===== src/design/usbpo_pkg.sv =====
package usbpo_pkg;

    localparam int unsigned REG_W          = 32;
    localparam int unsigned TSEL_W         = 4;

    localparam int unsigned BIT_TSEL_LO    = 16;
    localparam int unsigned BIT_TSEL_HI    = 19;
    localparam int unsigned BIT_OWNER      = 13;
    localparam int unsigned BIT_SUPPLY     = 12;
    localparam int unsigned BIT_LINE_DP    = 11;
    localparam int unsigned BIT_LINE_DM    = 10;

    localparam logic [3:0]  TSEL_NORMAL    = 4'h0;
    localparam logic [3:0]  TSEL_FORCE_J   = 4'h1;
    localparam logic [3:0]  TSEL_FORCE_K   = 4'h2;
    localparam logic [3:0]  TSEL_SE0_NAK   = 4'h3;
    localparam logic [3:0]  TSEL_PACKET    = 4'h4;
    localparam logic [3:0]  TSEL_FORCE_EN  = 4'h5;
    localparam logic [3:0]  TSEL_RSVD_LO   = 4'h6;

    localparam logic [3:0]  RST_TSEL       = 4'h0;
    localparam logic        RST_OWNER      = 1'h1;
    localparam logic        RST_SUPPLY     = 1'h0;
    localparam logic [1:0]  RST_LINE       = 2'h0;
    localparam logic [31:0] RST_READ       = 32'h0000_2000;
    localparam logic [31:0] ZERO_WORD      = 32'h0000_0000;

    typedef enum logic [2:0] {
        USBPO_MODE_NONE,
        USBPO_MODE_J,
        USBPO_MODE_K,
        USBPO_MODE_SE0_NAK,
        USBPO_MODE_PACKET,
        USBPO_MODE_FORCE_EN
    } usbpo_mode_e;

    function automatic logic usbpo_tsel_reserved(input logic [3:0] sel);
        usbpo_tsel_reserved = (sel >= TSEL_RSVD_LO);
    endfunction : usbpo_tsel_reserved

    function automatic usbpo_mode_e usbpo_tsel_decode(input logic [3:0] sel);
        usbpo_mode_e m;
        m = USBPO_MODE_NONE;
        unique case (sel)
            TSEL_FORCE_J:  m = USBPO_MODE_J;
            TSEL_FORCE_K:  m = USBPO_MODE_K;
            TSEL_SE0_NAK:  m = USBPO_MODE_SE0_NAK;
            TSEL_PACKET:   m = USBPO_MODE_PACKET;
            TSEL_FORCE_EN: m = USBPO_MODE_FORCE_EN;
            default:       m = USBPO_MODE_NONE;
        endcase
        usbpo_tsel_decode = m;
    endfunction : usbpo_tsel_decode

endpackage : usbpo_pkg


===== src/design/usbpo_test_if.sv =====
`timescale 1ns/1ns
interface usbpo_test_if;
    logic [3:0] select;
    logic       enable;
    logic       force_j;
    logic       force_k;
    logic       se0_nak;
    logic       test_packet;
    logic       force_enable;

    modport decoder (
        input  select,
        input  enable,
        output force_j,
        output force_k,
        output se0_nak,
        output test_packet,
        output force_enable
    );

    modport owner (
        output select,
        output enable,
        input  force_j,
        input  force_k,
        input  se0_nak,
        input  test_packet,
        input  force_enable
    );
endinterface : usbpo_test_if


===== src/design/usbpo_port_owner.sv =====
`timescale 1ns/1ns
// What this block does
// - Select zero normal, one J, two K
// - Select three SE0_NAK, four packet, five enable
// - Select six to fifteen reserved, no drive
// - Routing flag rising clears companion ownership
// - Routing flag low holds ownership at one
// - Ownership one means companion controls port
// - No switch capability: supply reads one from the first clock after reset
// - Switch capable: supply bit drives switch
// - Unpowered port nonfunctional, reports no changes
// - Overcurrent on powered switch-capable port cuts supply
// - Snapshot bit 11 is D+, 10 D-
// - Unpowered port snapshot carries no value
module usbpo_port_owner
    import usbpo_pkg::*;
(
    input  wire logic                     clock,
    input  wire logic                     reset_n,
    input  wire logic                     reg_wr,
    input  wire logic [usbpo_pkg::REG_W-1:0] reg_wdata,
    output logic      [usbpo_pkg::REG_W-1:0] port_status_control,
    input  wire logic                     routing_config_flag,
    input  wire logic                     power_switch_capable,
    input  wire logic                     overcurrent,
    input  wire logic                     line_dp,
    input  wire logic                     line_dm,
    input  wire logic                     status_change_in,
    output logic                          status_change_out,
    output logic                          companion_ownership,
    output logic                          port_supply_switch,
    output logic                          force_j,
    output logic                          force_k,
    output logic                          se0_nak,
    output logic                          test_packet,
    output logic                          force_enable
);
    import usbpo_pkg::*;

    typedef struct packed {
        logic [3:0]  tsel;
        logic        owner;
        logic        supply;
        logic        cf_prev;
        logic [1:0]  line;
        logic        change;
        logic [31:0] rdata;
    } usbpo_state_s;

    usbpo_state_s state_q;
    usbpo_state_s state_d;

    usbpo_test_if tst ();

    usbpo_test_decode u_test_decode (
        .clock   (clock),
        .reset_n (reset_n),
        .tst     (tst.decoder)
    );

    // Test drive only while we own a powered port
    assign tst.select = state_q.tsel;
    assign tst.enable = state_q.supply && !state_q.owner;

    always_comb begin
        state_d = state_q;

        if (reg_wr) begin
            // Reserved codes are stored as written; the decoder ignores them
            state_d.tsel = reg_wdata[BIT_TSEL_HI:BIT_TSEL_LO];
        end

        // Flag edge beats a same-cycle software write
        state_d.cf_prev = routing_config_flag;
        if (!routing_config_flag) begin
            state_d.owner = 1'b1;
        end else if (!state_q.cf_prev) begin
            state_d.owner = 1'b0;
        end else if (reg_wr) begin
            state_d.owner = reg_wdata[BIT_OWNER];
        end

        // Overcurrent on a powered switch-capable port wins over a same-cycle write, so the port turns off
        if (!power_switch_capable) begin
            state_d.supply = 1'b1;
        end else if (overcurrent && state_q.supply) begin
            state_d.supply = 1'b0;
        end else if (reg_wr) begin
            state_d.supply = reg_wdata[BIT_SUPPLY];
        end

        // Lines are only meaningful with supply on
        state_d.line   = state_q.supply ? {line_dp, line_dm} : RST_LINE;
        state_d.change = status_change_in && state_q.supply;

        state_d.rdata = ZERO_WORD;
        state_d.rdata[BIT_TSEL_HI:BIT_TSEL_LO] = state_d.tsel;
        state_d.rdata[BIT_OWNER]   = state_d.owner;
        state_d.rdata[BIT_SUPPLY]  = state_d.supply;
        state_d.rdata[BIT_LINE_DP] = state_d.line[1];
        state_d.rdata[BIT_LINE_DM] = state_d.line[0];
    end

    always_ff @(posedge clock or negedge reset_n) begin
        if (!reset_n) begin
            state_q.tsel    <= RST_TSEL;
            state_q.owner   <= RST_OWNER;
            state_q.supply  <= RST_SUPPLY;
            state_q.cf_prev <= 1'b0;
            state_q.line    <= RST_LINE;
            state_q.change  <= 1'b0;
            state_q.rdata   <= RST_READ;
        end else begin
            state_q <= state_d;
        end
    end

    assign port_status_control = state_q.rdata;
    assign companion_ownership = state_q.owner;
    assign port_supply_switch  = state_q.supply;
    assign status_change_out   = state_q.change;
    assign force_j             = tst.force_j;
    assign force_k             = tst.force_k;
    assign se0_nak             = tst.se0_nak;
    assign test_packet         = tst.test_packet;
    assign force_enable        = tst.force_enable;

    logic [3:0] rd_tsel;
    logic       drive_ok;
    assign rd_tsel  = port_status_control[BIT_TSEL_HI:BIT_TSEL_LO];
    assign drive_ok = port_supply_switch && !companion_ownership;

    // Reverse checks: a drive may only come from a selected, owned, powered port
    logic [4:0] drive_vec;
    assign drive_vec = {force_j, force_k, se0_nak, test_packet, force_enable};
endmodule : usbpo_port_owner


===== src/design/usbpo_test_decode.sv =====
`timescale 1ns/1ns
module usbpo_test_decode
    import usbpo_pkg::*;
(
    input  wire logic     clock,
    input  wire logic     reset_n,
    usbpo_test_if.decoder tst
);
    import usbpo_pkg::*;

    typedef struct packed {
        logic force_j;
        logic force_k;
        logic se0_nak;
        logic test_packet;
        logic force_enable;
    } usbpo_tdec_s;

    usbpo_tdec_s state_q;
    usbpo_tdec_s state_d;
    usbpo_mode_e mode;

    always_comb begin
        state_d = '0;
        // Reserved codes fall to no drive at all
        mode    = tst.enable ? usbpo_tsel_decode(tst.select) : USBPO_MODE_NONE;
        unique case (mode)
            USBPO_MODE_NONE:     state_d = '0;
            USBPO_MODE_J:        state_d.force_j      = 1'b1;
            USBPO_MODE_K:        state_d.force_k      = 1'b1;
            USBPO_MODE_SE0_NAK:  state_d.se0_nak      = 1'b1;
            USBPO_MODE_PACKET:   state_d.test_packet  = 1'b1;
            USBPO_MODE_FORCE_EN: state_d.force_enable = 1'b1;
            default:             state_d = '0;
        endcase
    end

    always_ff @(posedge clock or negedge reset_n) begin
        if (!reset_n) begin
            state_q <= '0;
        end else begin
            state_q <= state_d;
        end
    end

    assign tst.force_j      = state_q.force_j;
    assign tst.force_k      = state_q.force_k;
    assign tst.se0_nak      = state_q.se0_nak;
    assign tst.test_packet  = state_q.test_packet;
    assign tst.force_enable = state_q.force_enable;

endmodule : usbpo_test_decode


===== config.mk =====
export PLATFORM = sky130hd
export DESIGN_NAME = usbpo_port_owner
export DESIGN_NICKNAME = d
export VERILOG_FILES = /design/src/design/usbpo_pkg.sv /design/src/design/usbpo_test_if.sv /design/src/design/usbpo_port_owner.sv /design/src/design/usbpo_test_decode.sv
export SDC_FILE = /design/constraint.sdc
export NUM_CORES = 1
export LEC_CHECK = 0
export BUFFER_PORTS_ARGS = -buffer_cell sky130_fd_sc_hd__buf_2
export CORE_MARGIN = 4
export CORE_UTILIZATION = 34
export CTS_CLUSTER_DIAMETER = 50
export DETAILED_ROUTE_END_ITERATION = 10
export PLACE_DENSITY = 0.78
export SETUP_SLACK_MARGIN = 0.15
export SLEW_MARGIN = 0
export SYNTH_ARGS = -nofsm -noshare
export SYNTH_HDL_FRONTEND = slang
export SYNTH_SLANG_ARGS = --single-unit

===== constraint.sdc =====
create_clock -name clock -period 1.4 [get_ports clock]
set_input_delay 0.28 -clock clock [delete_from_list [all_inputs] [get_ports clock]]
set_output_delay 0.28 -clock clock [all_outputs]
set_load 0.05 [all_outputs]

# Word-level counts from Yosys, hierarchy flattened
# Cells that the tools add are included.
# classes
n_eq_ne,10
mux,15
reduce_logical,4
# op_table
operator,count
case mux 3 bit (5 select lines),1
2-to-1 mux 1 bit,11
== test 4 x 2 -> 1 bit (second input constant),2
== test 4 x 3 -> 1 bit (second input constant),2
== test 3 x 2 -> 1 bit (second input constant),2
== test 3 bit (second input constant),2
== test 4 x 1 -> 1 bit (second input constant),1
2-to-1 mux 4 bit,1
== test 3 x 1 -> 1 bit (second input constant),1
logical AND 1 bit,3
2-to-1 mux 3 bit,1
2-to-1 mux 2 bit,1
zero test 1 bit,1
# totals
ff_bits,21
input_bits,41
out_inout_bits,40

# Depth between registers and ports, before layout
# depth
ltp_word,5
depth_mapped,3
depth_no_buf,2

# By module
# From an unflattened synthesis, not the netlist that was laid out.
# hier_totals
cells_unflattened,71
area_unflattened_um2,813.3
# modules_own_cells
mod,n_inst,cells_per_inst,area_each_um2
usbpo_port_owner,1,58,631.9
usbpo_test_decode,1,13,181.4

# Worst setup path after synthesis
# Ideal clock, no wire load.
# synth_path
path_type,register to output
from,register state_q (netlist bit port_status_control[12])
to,output port port_status_control[12] (netlist bit)
arrival_ps,982
t_required_ps,1120
setup_slack_ps,138
stages_incl_launch_ff,2
path_cell_list,dfrtp_1 > buf_4
# synth_lines
item,line_no,rtl
"start, declared",usbpo_port_owner.sv:50,usbpo_state_s state_q;
"start signal, assigned",usbpo_port_owner.sv:114,state_q <= state_d;
"end, declared",usbpo_port_owner.sv:22,"output logic [usbpo_pkg::REG_W-1:0] port_status_control,"
# No word-level cell between the ends.

# Final worst setup path
# layout_path
from,register state_q (netlist bit port_status_control[13])
to,output port port_status_control[13] (netlist bit)
# No word-level cell between the ends.

==> parameters.txt <==
Parameter                              Value

Floorplan
  Placement row count    17
  Die extent in y    56.1 um
  Core Area    0.00221 mm2
  Die area    0.00314 mm2
  Top Ports    81
  Chip Width    56.1 um
  Effective utilization at floorplan    35.5%

Synthesis
  Share of flip-flops with an asynchronous set or reset    100%
  Post-synthesis sequential element count    15
  Synth top area share    44.6%
  Synth Cell Area    786 um2
  Gate Count Post-Synth    72
  Count of warnings emitted by yosys    0
  Cell accounting for the most synthesized area    sky130_fd_sc_hd__dfrtp_1
  Sequential area share after synthesis    47.9%
  Most repeated cell in the gate-level netlist after synthesis    sky130_fd_sc_hd__buf_4
  Post-Syn Area per Cell    10.9 um2
  Number of distinct library cells after synthesis    16
  Most frequent cells after synthesis    sky130_fd_sc_hd__buf_4, sky130_fd_sc_hd__dfrtp_1, sky130_fd_sc_hd__and2_1, sky130_fd_sc_hd__mux2_2, sky130_fd_sc_hd__nor2_1
  Post-synth EDFFs    0
  Primary flip-flop cell chosen by synthesis mapping    sky130_fd_sc_hd__dfrtp_1
  Cells taking the most area after synthesis    sky130_fd_sc_hd__dfrtp_1, sky130_fd_sc_hd__buf_4, sky130_fd_sc_hd__mux2_2

Timing
  Final-layout setup total negative slack    0 ps
  Minimum clock period    around 1300 ps
  Unrepaired setup endpoints after global routing    yes
  Final number of hold-violating endpoints    0
  Count of final max-slew check failures    0
  Setup slack of the critical path after layout    106 ps
  Number of setup violations in the final report    0
  Final period util    92.4%
  Setup Skew    approximately 3.6 ps
  Top achievable clock speed    0.773 GHz

Placement
  Weighted congestion at the end of routability-driven global placement    0.698
  Place WS    260 ps
  Detailed placer's ending HPWL    991 um
  Post-place instance area    ~800 um2
  Buffers added on ports    30

Worst setup path
  Kind of launch point of the worst setup path    register
  Worst reg2reg setup slack    roughly 210 ps
  Category of the critical setup timing path    register to output port
  Setup crit end kind    output port
  Worst-path cell chain    buf_6
  Number of buffers and inverters on the critical path    1
  Gate family responsible for the most delay along the worst path    flip-flops
  Path depth of the worst reg2reg path    3
  Maximum fanout count along the critical path    3
  Master of the slowest instance on the critical path    sky130_fd_sc_hd__dfstp_2
  Data required time of the worst path    1120 ps
  Crit path largest cell delay    570 ps
  Cell count along the critical path    1
  Data arrival, critical path    1010 ps

Detailed routing
  Via count of the routed design    471
  Residual antenna-violating net count after detailed routing    0
  First-pass iteration count of the detailed router    4
  Routed wire per std cell    9.52 um
  Post-DR vias/cell    3.65
  Remaining DRCs    0
  Total wire length after detailed routing    roughly 1200 um
  Number of violations reported at the end of detailed-routing iteration 0    7

CTS
  Clock insertion delay at the later pin of the skew report    270 ps
  H-Tree Depth    1
  Worst-case clock buffer depth    2
  Library cell used as clock root buffer    sky130_fd_sc_hd__clkbuf_4
  # clock sinks    15
  Clock-pin slew reported for the worst setup and hold paths after clock tree synthesis    80 ps
  TritonCTS clock tree    done
  Num CTS Buffers    3

Global route
  Overall fraction of global-route tracks in use    7.68%
  Remaining Overflow, GRT    0
  Number of antenna violations at the first check in global routing    0
  Global-route wire length before repair    1810 um
  Number of global-route vias before repair    421
  Pin count of the biggest net entering global routing    16

Layout
  Area of all placed cells without fillers    918 um2
  Share of the core filled with cells in the final layout    41.5%
  Post-layout nets    143
  Count of antenna diodes in the layout    0
  Proportion of layout cells with a drive suffix above 1    45.5%
  Synth-to-Final Area Change    16.9%

Flow run
  Count of max-cap constraint violations    0

Power
  Switch share    40.3%
  Internal power    657 uW
  Switching pwr    442 uW
  Portion of total power attributed to sequential cells    a little over two fifths
  Combinational share of power    a little over a third
  Leakage power total    0.505 nW
  Final Total Pwr    ~1.1 mW
  Clock power share    21.0%
  Power per unit of standard cell area    roughly 1200 mW/mm2
  Largest vdd supply drop    0.498 mV

Hold path
  Cell count of the worst hold path    1
  Hold WC Path Type    input port to register

Outcome
  Outcome    completed
layout by cell type, fill, tap and decap left out, types with 2 or more instances in the layout:
cell type / synthesis / layout
sky130_fd_sc_hd__nor2_1: 4 / 3
sky130_fd_sc_hd__mux2i_1: 2 / 2
sky130_fd_sc_hd__clkbuf_4: 0 / 4
sky130_fd_sc_hd__mux2_2: 4 / 4
sky130_fd_sc_hd__and2_1: 4 / 4
sky130_fd_sc_hd__conb_1: 1 / 24
sky130_fd_sc_hd__buf_6: 0 / 3
sky130_fd_sc_hd__o21ai_0: 2 / 2
sky130_fd_sc_hd__buf_2: 1 / 22
sky130_fd_sc_hd__buf_4: 32 / 8
sky130_fd_sc_hd__dfrtp_1: 14 / 13
cells by family after synthesis:
kind of cell	synth area share (%)
compound gates	1.27
flops	47.9
other cells	0.477
mux	8.28
buf+inv	31.7
simple gates	10.3
stage by stage:
stage                     hold slack (ps)  std cells
after global routing                 87.4        129
after floorplan                     -15.6         95
after global placement                186        120
final                                 116        129
after detailed placement              193        120
after CTS                             104        126
state kept, by name (all words and copies together), names as in the netlist:
| name | flops |
|---|---|
| tst.select | 3 |
| status_change_out | 1 |
| u_test_decode.tst.force_j | 1 |
| port_status_control | 5 |
| u_test_decode.tst.test_packet | 1 |
| u_test_decode.tst.force_enable | 1 |
| u_test_decode.tst.se0_nak | 1 |
| u_test_decode.tst.force_k | 1 |
| state_q | 1 |
worst paths after layout:
path / from / end
max in group asynchronous: reset_n / port_status_control[13]$_DFF_PN1_
hold reg to reg: state_q[35]$_DFF_PN0_ / port_status_control[13]$_DFF_PN1_
hold / removal: routing_config_flag / state_q[35]$_DFF_PN0_
setup reg to reg: port_status_control[13]$_DFF_PN1_ / u_test_decode.tst.force_enable$_DFF_PN0_
min in group asynchronous: reset_n / tst.select[1]$_DFFE_PN0P_
setup / recovery: port_status_control[13]$_DFF_PN1_ / port_status_control[13]
area by class of cell:
class,count,area [um2]
multi-input combinational,46,253
fill,233,1290
inverter,1,3.75
timing repair buffer,35,221
clock buffer,3,22.5
sequential,15,378
clock inverter,1,5.00
tap,28,35.0
repair_timing:
| item | in CTS | in global routing |
|---|---|---|
| pin swaps | 0 | 2 |
| gates cloned | 0 | 0 |
| hold buffers | 1 | 0 |
| gates resized for setup | 8 | 6 |
| buffers inserted | 1 | 3 |
| setup endpoints to repair | 6 | 10 |
| endpoints found under the hold margin | 14 | 0 |
power groups by stage:
stage	logic (mW)	registers, mW	clock network (mW)
after floorplan	0.336	0.522	0
after global routing	0.404	0.487	0.277
final	0.386	0.482	0.231
after global placement	0.346	0.491	0
after CTS	0.366	0.485	0.246
after detailed placement	0.348	0.493	0
per-layer routing:
metal	track usage, %	share of wire, %	up-vias
met5	0	0	-
met3	5.57	15	0
met2	12.7	52	36
met1	8.13	32	205
met4	1.02	0	0
li1	-	-	230
Power figures use the tool's default switching activity.
